File: config.mk
export PLATFORM = sky130hd
export DESIGN_NAME = bridge_decode_slot_clock_cfg
export DESIGN_NICKNAME = d
export VERILOG_FILES = /design/src/rtl/bridge_cfg_pkg.sv /design/src/rtl/bridge_decode_slot_clock_cfg.sv
export VERILOG_INCLUDE_DIRS = /design/src /design/src/rtl
export SDC_FILE = /design/constraint.sdc
export NUM_CORES = 1
export LEC_CHECK = 0
export BUFFER_PORTS_ARGS = -buffer_cell sky130_fd_sc_hd__buf_2
export CAP_MARGIN = 25
export CORE_MARGIN = 2
export CORE_UTILIZATION = 41
export CTS_BUF_LIST = sky130_fd_sc_hd__clkbuf_16
export DETAILED_ROUTE_END_ITERATION = 6
export GPL_TIMING_DRIVEN = 0
export HOLD_SLACK_MARGIN = 0.08
export PLACE_DENSITY = 0.65
export SETUP_SLACK_MARGIN = 0.5
export SKIP_CTS_REPAIR_TIMING = 1
export SKIP_LAST_GASP = 1
export SLEW_MARGIN = 40
export SYNTH_ARGS = -nofsm -noshare
export SYNTH_HDL_FRONTEND = slang
export SYNTH_SLANG_ARGS = --single-unit
File: constraint.sdc
create_clock -name clk_i -period 4.05 [get_ports clk_i]
set_input_delay 0.405 -clock clk_i [delete_from_list [all_inputs] [get_ports clk_i]]
set_output_delay 0.405 -clock clk_i [all_outputs]
set_load 0.05 [all_outputs]
File: src/rtl/bridge_cfg_consts.svh
// Offsets, field positions, reset values and fixed codes of the bridge
// configuration slice. Assumes a 12-bit byte address on the register bus.
`ifndef BRIDGE_CFG_CONSTS_SVH
`define BRIDGE_CFG_CONSTS_SVH

`define ADDR_W 12
`define OFF_CLASS 12'h008
`define OFF_SUB_DEC 12'h098
`define OFF_SLOT_ID 12'h0a0
`define OFF_SCLK_CTL 12'h0a4
`define OFF_PCIE_CAP 12'h0b0
`define OFF_EXT_BASE 12'h100

`define SUB_BRIDGE_BIT 0
`define PCI_SUB_BIT 1
`define CAP_ID_LSB 0
`define NEXT_PTR_LSB 8
`define SLOT_NUM_LSB 16
`define FIRST_CH_BIT 21
`define CHASSIS_LSB 24
`define CLK0_LSB 0
`define CLK1_LSB 2
`define CLASS_LSB 8

`define CLASS_SUBTRACTIVE 24'h06_0401
`define CLASS_NORMAL 24'h06_0400
`define SLOT_CAP_ID 8'h04
`define SLOT_NEXT_PTR 8'hb0
`define CLK_STOP_CODE 2'h3
`define CLK_CODE_RST 2'h0
`define SLOT_NUM_RST 5'h00
`define CHASSIS_RST 8'h00
`define WORD_ZERO 32'h0000_0000
`define REV_ID_DEFAULT 8'h5a

`endif

File: src/rtl/bridge_cfg_pkg.sv
// Types shared by the bridge configuration slice.
// Assumes the constants header supplies all numeric values.
package bridge_cfg_pkg;
	typedef logic [31:0] word_t;
	typedef logic [23:0] class_code_t;
	typedef logic [1:0] clk_code_t;
	typedef logic [4:0] slot_num_t;
	typedef logic [7:0] byte_t;
endpackage

File: src/rtl/bridge_decode_slot_clock_cfg.sv
// Configuration registers for subtractive decode, slot identification and
// secondary clock output enables of a PCIe-to-PCI bridge, on an APB slave.
// Assumes decode-hit inputs and serial-ROM load strobes come from logic on clk_i.
`timescale 1ns/1ns
`include "bridge_cfg_consts.svh"

module bridge_decode_slot_clock_cfg
	import bridge_cfg_pkg::*;
#(
	parameter class_code_t NORMAL_CLASS = `CLASS_NORMAL,
	parameter byte_t REVISION_ID = `REV_ID_DEFAULT // Arbitrary value
) (
	input wire logic clk_i,
	input wire logic rst_i,
	input wire logic psel_i,
	input wire logic penable_i,
	input wire logic pwrite_i,
	input wire logic [`ADDR_W-1:0] paddr_i,
	input wire logic [31:0] pwdata_i,
	output logic [31:0] prdata_o,
	output logic pready_o,
	output logic pslverr_o,
	input wire logic rom_load_i,
	input wire logic rom_slot_id_en_i,
	input wire logic window_hit_i,
	input wire logic pci_unclaimed_i,
	output logic forward_o,
	output logic pci_sub_claim_o,
	output logic [23:0] class_code_o,
	output logic secondary_clock_out_zero_o,
	output logic secondary_clock_out_slot_one_o
);

	// Register state
	logic sub_bridge_r;
	logic pci_sub_r;
	logic slot_present_r;
	slot_num_t slot_num_r;
	logic first_chassis_r;
	byte_t chassis_r;
	clk_code_t clk0_code_r;
	clk_code_t clk1_code_r;
	word_t pcie_cap_r;
	word_t prdata_r;
	logic pslverr_r;
	logic forward_r;
	logic claim_r;
	class_code_t class_r;
	logic clk_div_r;
	logic clk0_out_r;
	logic clk1_out_r;
	word_t rd_nxt;
	logic err_nxt;
	logic wr_en;

	// True for the PCIe capability word and the extended space
	function automatic logic is_cap_space(input logic [`ADDR_W-1:0] a);
		is_cap_space = (a == `OFF_PCIE_CAP) || (a >= `OFF_EXT_BASE);
	endfunction

	// Code 11 is the only code that stops a clock output
	function automatic logic clk_stopped(input clk_code_t c);
		clk_stopped = (c == `CLK_STOP_CODE);
	endfunction

	// Zero wait states keep the master simple; writes land in the access phase
	assign pready_o = 1'b1;
	assign wr_en = psel_i && penable_i && pwrite_i;
	assign prdata_o = prdata_r;
	assign pslverr_o = pslverr_r;
	assign forward_o = forward_r;
	assign pci_sub_claim_o = claim_r;
	assign class_code_o = class_r;
	assign secondary_clock_out_zero_o = clk0_out_r;
	assign secondary_clock_out_slot_one_o = clk1_out_r;

	// Read mux and unmapped-address decode, evaluated in the setup phase
	always_comb begin
		rd_nxt = `WORD_ZERO;
		err_nxt = 1'b0;
		if (paddr_i == `OFF_CLASS) begin
			rd_nxt[31:`CLASS_LSB] = class_r;
			rd_nxt[`CLASS_LSB-1:0] = REVISION_ID;
		end else if (paddr_i == `OFF_SUB_DEC) begin
			rd_nxt[`SUB_BRIDGE_BIT] = sub_bridge_r;
			rd_nxt[`PCI_SUB_BIT] = pci_sub_r;
		end else if (paddr_i == `OFF_SLOT_ID) begin
			// Absent capability reads as all zero
			if (slot_present_r) begin
				rd_nxt[`CAP_ID_LSB+:8] = `SLOT_CAP_ID;
				rd_nxt[`NEXT_PTR_LSB+:8] = `SLOT_NEXT_PTR;
				rd_nxt[`SLOT_NUM_LSB+:5] = slot_num_r;
				rd_nxt[`FIRST_CH_BIT] = first_chassis_r;
				rd_nxt[`CHASSIS_LSB+:8] = chassis_r;
			end
		end else if (paddr_i == `OFF_SCLK_CTL) begin
			rd_nxt[`CLK0_LSB+:2] = clk0_code_r;
			rd_nxt[`CLK1_LSB+:2] = clk1_code_r;
		end else if (is_cap_space(paddr_i)) begin
			// Reserved in subtractive mode; the extended space has no storage here
			if (!sub_bridge_r && paddr_i == `OFF_PCIE_CAP) begin
				rd_nxt = pcie_cap_r;
			end else if (!sub_bridge_r) begin
				err_nxt = 1'b1;
			end // else zero
		end else begin
			err_nxt = 1'b1;
		end
	end

	// Read data and error captured at setup, stable through the access phase
	always_ff @(posedge clk_i or posedge rst_i) begin
		if (rst_i) begin
			prdata_r <= `WORD_ZERO;
			pslverr_r <= 1'b0;
		end else if (psel_i && !penable_i) begin
			prdata_r <= pwrite_i ? `WORD_ZERO : rd_nxt;
			pslverr_r <= err_nxt;
		end
	end

	// Decode controls at 98h
	always_ff @(posedge clk_i or posedge rst_i) begin
		if (rst_i) begin
			sub_bridge_r <= 1'b0;
			pci_sub_r <= 1'b0;
		end else if (wr_en && paddr_i == `OFF_SUB_DEC) begin
			sub_bridge_r <= pwdata_i[`SUB_BRIDGE_BIT];
			pci_sub_r <= pwdata_i[`PCI_SUB_BIT];
		end
	end

	// Slot identification presence is only granted by the serial ROM load
	always_ff @(posedge clk_i or posedge rst_i) begin
		if (rst_i) begin
			slot_present_r <= 1'b0;
		end else if (rom_load_i) begin
			slot_present_r <= rom_slot_id_en_i;
		end
	end

	// Writable slot fields; ID and pointer bytes have no storage at all
	always_ff @(posedge clk_i or posedge rst_i) begin
		if (rst_i) begin
			slot_num_r <= `SLOT_NUM_RST;
			first_chassis_r <= 1'b0;
			chassis_r <= `CHASSIS_RST;
		end else if (wr_en && paddr_i == `OFF_SLOT_ID && slot_present_r) begin
			slot_num_r <= pwdata_i[`SLOT_NUM_LSB+:5];
			first_chassis_r <= pwdata_i[`FIRST_CH_BIT];
			chassis_r <= pwdata_i[`CHASSIS_LSB+:8];
		end
	end

	// Secondary clock enable codes
	always_ff @(posedge clk_i or posedge rst_i) begin
		if (rst_i) begin
			clk0_code_r <= `CLK_CODE_RST;
			clk1_code_r <= `CLK_CODE_RST;
		end else if (wr_en && paddr_i == `OFF_SCLK_CTL) begin
			clk0_code_r <= pwdata_i[`CLK0_LSB+:2];
			clk1_code_r <= pwdata_i[`CLK1_LSB+:2];
		end
	end

	// PCIe capability word: live normally, data discarded in subtractive mode
	always_ff @(posedge clk_i or posedge rst_i) begin
		if (rst_i) begin
			pcie_cap_r <= `WORD_ZERO;
		end else if (wr_en && paddr_i == `OFF_PCIE_CAP && !sub_bridge_r) begin
			pcie_cap_r <= pwdata_i;
		end
	end

	// Class code and forwarding decisions, one cycle behind their causes
	always_ff @(posedge clk_i or posedge rst_i) begin
		if (rst_i) begin
			class_r <= `CLASS_NORMAL;
			forward_r <= 1'b0;
			claim_r <= 1'b0;
		end else begin
			class_r <= sub_bridge_r ? `CLASS_SUBTRACTIVE : NORMAL_CLASS;
			forward_r <= sub_bridge_r || window_hit_i;
			claim_r <= pci_sub_r && pci_unclaimed_i;
		end
	end

	// Clock outputs at half clk_i; a stopped output is held low, not tristated.
	// Stopping output zero starves the secondary logic unless fed externally.
	always_ff @(posedge clk_i or posedge rst_i) begin
		if (rst_i) begin
			clk_div_r <= 1'b0;
			clk0_out_r <= 1'b0;
			clk1_out_r <= 1'b0;
		end else begin
			clk_div_r <= !clk_div_r;
			clk0_out_r <= clk_stopped(clk0_code_r) ? 1'b0 : clk_div_r;
			clk1_out_r <= clk_stopped(clk1_code_r) ? 1'b0 : clk_div_r;
		end
	end

	// Helper: the register access phase
	logic acc;
	assign acc = psel_i && penable_i;
endmodule

==> metrics.yaml, run 1 <==
status: "complete, no violations"
antenna_left: 0
synthMuxAreaShare_pct: 14.5
startpoint_type: "register"
cts_made_buffers: 9
clock.fmax_mhz: 409
first_pass_iters: 4
diodes: 0
synth_fa_ha_area_share_pct: 0
synth.avg_cell_area_um2: 12.5
fin_crit_sh_pct: 60.3
clk_latency_ps: 340
yosysMostFrequentCell: "dfrtp_1"
rsz0062_at_grt: "false"
worstPathRequired_ps: 4270
vias: 2906
ys_types: 47
grt_pass1_wl_mm: 14.3
gr-usage-all-layers_pct: 16.9
io_buffer_count: 88
initial_utilization_pct: 42.1
synth_top_family_by_area: "multiplexers"
io_pins: 115
endpoint_kind: "register"
dpl_cell_area_um2: 4840
slew_headroom_pct: 56.2
maxCapViolations: 0
synthToLayoutAreaGrowth_pct: 26.0
grt_start_max_net_pins: 54
place_congestion: 0.797
hold_viol_final: 0
drv_slew: 0
clock_sinks: 92
stdcell_area_um2: 5180
syn_inst: 330
r2r-end: "pcie_cap_r[8]"
vias_per_cell: 4.93
cellPowerDensity_nw_per_um2: 397
yosys.area.top_type_share_pct: 55.9
fin_nets: 505
synth-main-ff-cell: "dfrtp_1"
p_leak_nw: 2.69
timing.hold.ws_ps: 65.6
drt_wl_total_mm: 9.01
synth-seq-cells: 92
grt_pass1_vias: 2776
async_flop_share_pct: 100
min_period_ps: 2440
finalSetupViolCount: 0
ff2ff_path_depth: 6
p_clk_share_pct: 46.7
worst-r2r-setup-slack_ps: 1610
yosysSeqAreaShare_pct: 55.9
synth.area.top_cells: "dfrtp_1 (56%), mux2_2 (14%), buf_4 (4.7%)"
peakVddDrop_mv: 0.163
r2r-start: "sub_bridge_r"
synth-edff-count: 0
final_layout_size_suffix_gt1_share_pct: 43.3
grt_overflow: 0
dieArea_um2: 10900
synth.cells.most_frequent: "dfrtp_1 (92), mux2_2 (52), buf_4 (26)"
synth_compound_area_share_pct: 11.2
crit_type: "reg -> reg"
yosysTopAreaCell: "dfrtp_1"
fillerInstances: 887
antenna_found_initial: 0
ys_warn_count: 0
switchingPower_mw: 0.476
drc: 0
clockBufferDepth: 2
p_seq_share_pct: 44.9
die_h_um: 104
synth_xor_area_share_pct: 0.426
fin_worst_skew_ps: 8.07
p_comb_share_pct: 8.4
fin_cells: 590
worst_pin_slew_ps: 655
dpl.hpwl_mm: 6.68
clk_pin_slew_worst_paths_ps: 60
htreeDepth: 3
clockRootBuffer: "clkbuf_16"
critPathMaxFanout: 10
placed_cells: 574
fp-row-count: 36
p_int_mw: 1.58
drtIter0Drc: 96
setup_tns_ps: 0
cts_tree: "built"
hold_class: "in -> async"
core_area_um2: 9770
swShare_pct: 23.1
synth-simple-area-share_pct: 10.4
detail_route.wl_per_cell_um: 15.3
synth_area_um2: 4120
cp.arrival_ps: 2660
fp.dieW_um: 104
[stage by stage]
stage / setup WS [ps] / utilization, % / power [mW]
final: 1610 / 53.0 / 2.06
after detailed placement: 1590 / 49.5 / 1.12
after floorplan: 1250 / - / 1.06
after global placement: 245 / 49.2 / 1.11
after global routing: 1480 / 53.0 / 2.14
after CTS: 1580 / 53.0 / 2.08
[flip-flops by register name, summed over array words and instances, names as in the netlist]
name,count
pci_sub_claim_o,1
pci_sub_r,1
clk1_code_r,2
first_chassis_r,1
chassis_r,8
secondary_clock_out_zero_o,1
secondary_clock_out_slot_one_o,1
sub_bridge_r,1
class_code_o,1
pslverr_o,1
pcie_cap_r,32
clk0_code_r,2
slot_num_r,5
slot_present_r,1
clk_div_r,1
prdata_o,32
forward_o,1
[critical path: stages, from the launching register on]
cell and delay (ps):
dfrtp_1 370, clkbuf_1 210, nor3b_2 600, nand4_1 320, nor2_4 270, buf_6 200
mux2_2 340
[routing by layer]
metal	part of all wire (%)	up-vias	global-route usage, %
met5	0	-	0
met4	1.4	0	6.66
met3	8.4	9	5.26
met2	46	108	25.8
li1	-	1392	-
met1	45	1397	22.6
[kinds of logic after synthesis]
| kind of cell | Yosys count |
|---|---|
| AOI/OAI and AO/OA | 68 |
| xor gates and xnor gates | 2 |
| buffers and inverters | 47 |
| DFF | 92 |
| muxes | 53 |
| other | 2 |
| and+or+nand+nor | 66 |
[layout by cell type, fill, tap and decap left out, types with 3 or more instances in the layout]
cell       count
dfrtp_1       92
buf_2         88
mux2_2        52
buf_4         26
conb_1        24
nand2_1       21
o21ai_0       20
a22oi_1       14
clkbuf_1      11
a21oi_1        9
clkbuf_16      9
a22o_1         8
nor3_1         6
inv_1          5
nand3_1        5
buf_6          4
nand4_1        4
nand2b_1       4
nor4_4         3
nor2b_1        3
a211o_1        3
and2_1         3
a21o_1         3
bufinv_16      3
[power groups by stage]
stage / combinational (mW) / clock, mW / sequential (mW)
floorplan: 0.114 / 0 / 0.947
global placement: 0.167 / 0 / 0.942
detailed placement: 0.173 / 0 / 0.942
CTS: 0.174 / 0.983 / 0.924
global route: 0.186 / 1.03 / 0.924
finish: 0.173 / 0.962 / 0.924
[final cells by class]
cell class / instances / area, µm² / share of cell area (%)
timing repair buffer: 89 / 468 / 9.03
tap: 133 / 166 / 3.21
sequential: 92 / 2300 / 44.4
clock buffer: 9 / 225 / 4.34
inverter: 6 / 27.5 / 0.531
multi-input combinational: 213 / 1590 / 30.7
clock inverter: 7 / 123 / 2.36
buffer: 41 / 282 / 5.43
[how the worst max path moves through the flow]
| stage | startpoint | endpoint | slack, ps | cells past startpoint |
|---|---|---|---|---|
| after floorplan | rst_i | chassis_r[0] | 1250 | 1 |
| after global placement | rst_i | pcie_cap_r[29] | 240 | 2 |
| after detailed placement | sub_bridge_r | pcie_cap_r[13] | 1590 | 6 |
| after CTS | sub_bridge_r | pcie_cap_r[17] | 1580 | 6 |
| after global routing | sub_bridge_r | pcie_cap_r[7] | 1480 | 6 |
| final | sub_bridge_r | pcie_cap_r[8] | 1610 | 6 |
Power figures use the tool's default switching activity.
==> run 2: changes to the inputs <==
Settings changed: PLACE_DENSITY 0.65 to 0.68.
Clock period 4.05 ns to 2.2 ns, I/O delays scaled along.
==> metrics.yaml, run 2 (same netlist as run 1, synthesis figures left out) <==
status: "complete, no violations"
dpl.hpwl_mm: 6.88  # +3.0%
synthToLayoutAreaGrowth_pct: 35.5
hold_viol_final: 0  # unchanged
slowest_stage: "dfrtp_1"
fin_nets: 525  # +4.0%
r2r-start: "sub_bridge_r"
vias_per_cell: 5.04  # +2.3%
crit_type: "reg -> reg"
rsz0062_at_grt: "true"
r2r-end: "pcie_cap_r[15]"
grt_pass1_vias: 2977  # +7.2%
drt_wl_total_mm: 9.70  # +7.8%
stdcell_area_um2: 5570  # +7.5%
slew_headroom_pct: 63.1  # +6.9 points
endpoint_kind: "register"
cts_tree: "built"
fin_total_pwr_mw: 3.68  # +79%
worst_pin_slew_ps: 554  # -101 ps
grt_start_max_net_pins: 27  # -50%
crit_chain: "buf_8 -> nor3b_4 -> nand4_1 -> nor2_4 -> buf_12 -> clkbuf_16 -> mux2_4"
finalSetupViolCount: 0  # unchanged
timing.hold.ws_ps: 101  # +35.5 ps
startpoint_type: "register"
detail_route.wl_per_cell_um: 15.9  # +4.2%
dpl_cell_area_um2: 4890  # +1.2%
worstPathRequired_ps: 2420  # -1850 ps
path_delay_family: "simple AND/OR/NAND/NOR gates"
cellPowerDensity_nw_per_um2: 660  # +66%
pre_cts_ws_ps: -72.5  # -1670 ps
place_congestion: 0.844  # +5.9%
antenna_left: 0  # unchanged
initial_utilization_pct: 42.1  # unchanged
core_area_um2: 9770  # unchanged
cp.arrival_ps: 2160  # -500 ps
critPathMaxFanout: 7  # -3
hold_end: "pci_sub_claim_o"
first_pass_iters: 4  # unchanged
path_buf_inv: 3  # +1
gr-usage-all-layers_pct: 17.6  # +0.70 points
clk_latency_ps: 340  # about the same
grt_pass1_wl_mm: 15.0  # +4.9%
p_leak_nw: 2.86  # +6.2%
peakVddDrop_mv: 0.434  # +170%
clock_sinks: 92  # unchanged
htreeDepth: 3  # unchanged
diodes: 0  # unchanged
hold_start: "pci_unclaimed_i"
drtIter0Drc: 113  # +18%
layout_common_cells: "dfrtp_1 (92), buf_2 (88), buf_4 (39), mux2_4 (29)"
io_pins: 115  # unchanged
fp.dieW_um: 104  # unchanged
clockBufferDepth: 2  # unchanged
grt_overflow: 0  # unchanged
fp-row-count: 36  # unchanged
fin_worst_skew_ps: 6.93  # -1.14 ps
worst-r2r-setup-slack_ps: 260  # -1340 ps
clk_pin_slew_worst_paths_ps: 70  # about the same
fin_crit_sh_pct: 88.0  # +28 points
layout_setup_ws_ps: 264  # -1340 ps
clock.fmax_mhz: 517  # +26%
clockRootBuffer: "clkbuf_16"
min_period_ps: 1940  # -508 ps
post-route-util_pct: 57.0  # +4.0 points
antenna_found_initial: 0  # unchanged
maxCapViolations: 0  # unchanged
fillerInstances: 859  # -3.2%
ff2ff_path_depth: 7  # +1
vias: 3074  # +5.8%
cpPeakStageDelay_ps: 400  # -200 ps
io_buffer_count: 88  # unchanged
layout_commonest_cell: "dfrtp_1"
drc: 0  # unchanged
die_h_um: 104  # unchanged
hold_depth: 2
drv_slew: 0  # unchanged
final_layout_size_suffix_gt1_share_pct: 46.8  # +3.4 points
dieArea_um2: 10900  # unchanged
hold_class: "in -> reg"
cts_made_buffers: 9  # unchanged
==> run 2: cell count changes in the layout (fill, tap and decap cells not counted), moves of 2 or more <==
cell / change
buf_8: +4
nor3_1: -2
mux2_2: -28
nor3_2: +2
mux2_4: +29
buf_6: -3
buf_12: +4
buf_4: +13
clkbuf_16: +3
dlygate4sd3_1: +2
clkbuf_1: -4
==> run 2: cell type report <==
class                           count  area [µm²]  share of cell area (%)
Timing Repair Buffer              109         713                    12.8
Tap cell                          133         166                    2.99
Inverter                            6        26.3                   0.471
Sequential cell                    92        2300                    41.3
Clock buffer                        9         225                    4.04
Clock inverter                      7        98.8                    1.77
Multi-Input combinational cell    213        1720                    30.8
Buffer                             41         325                    5.84
==> run 2: routing by layer <==
layer	global-route usage, %	routed length (µm)	up-vias
met5	0	0	-
met4	7.92	231	0
met3	5.08	641	19
met2	27.1	4550	112
met1	23.2	4280	1510
li1	-	-	1433
==> run 2: worst max-delay path by stage <==
| stage | depth (start not counted) | startpoint | to |
|---|---|---|---|
| floorplan | 6 | sub_bridge_r | pcie_cap_r[10] |
| global placement | 5 | paddr_i[11] | prdata_o[8] |
| detailed placement | 5 | paddr_i[11] | prdata_o[8] |
| CTS | 6 | sub_bridge_r | pcie_cap_r[2] |
| global route | 7 | sub_bridge_r | pcie_cap_r[16] |
| finish | 7 | sub_bridge_r | pcie_cap_r[15] |
==> run 2: through the flow <==
stage | setup TNS (ps) | cells
global placement | -333 | 573
floorplan | 0 | 352
global route | 0 | 610
finish | 0 | 610
CTS | -19.9 | 592
detailed placement | -663 | 576
==> run 2: power breakdown <==
group          total [mW]  switching, mW  internal (mW)
sequential           1.70        0.00446           1.70
clock                1.64          0.640           1.00
combinational       0.338          0.225          0.112
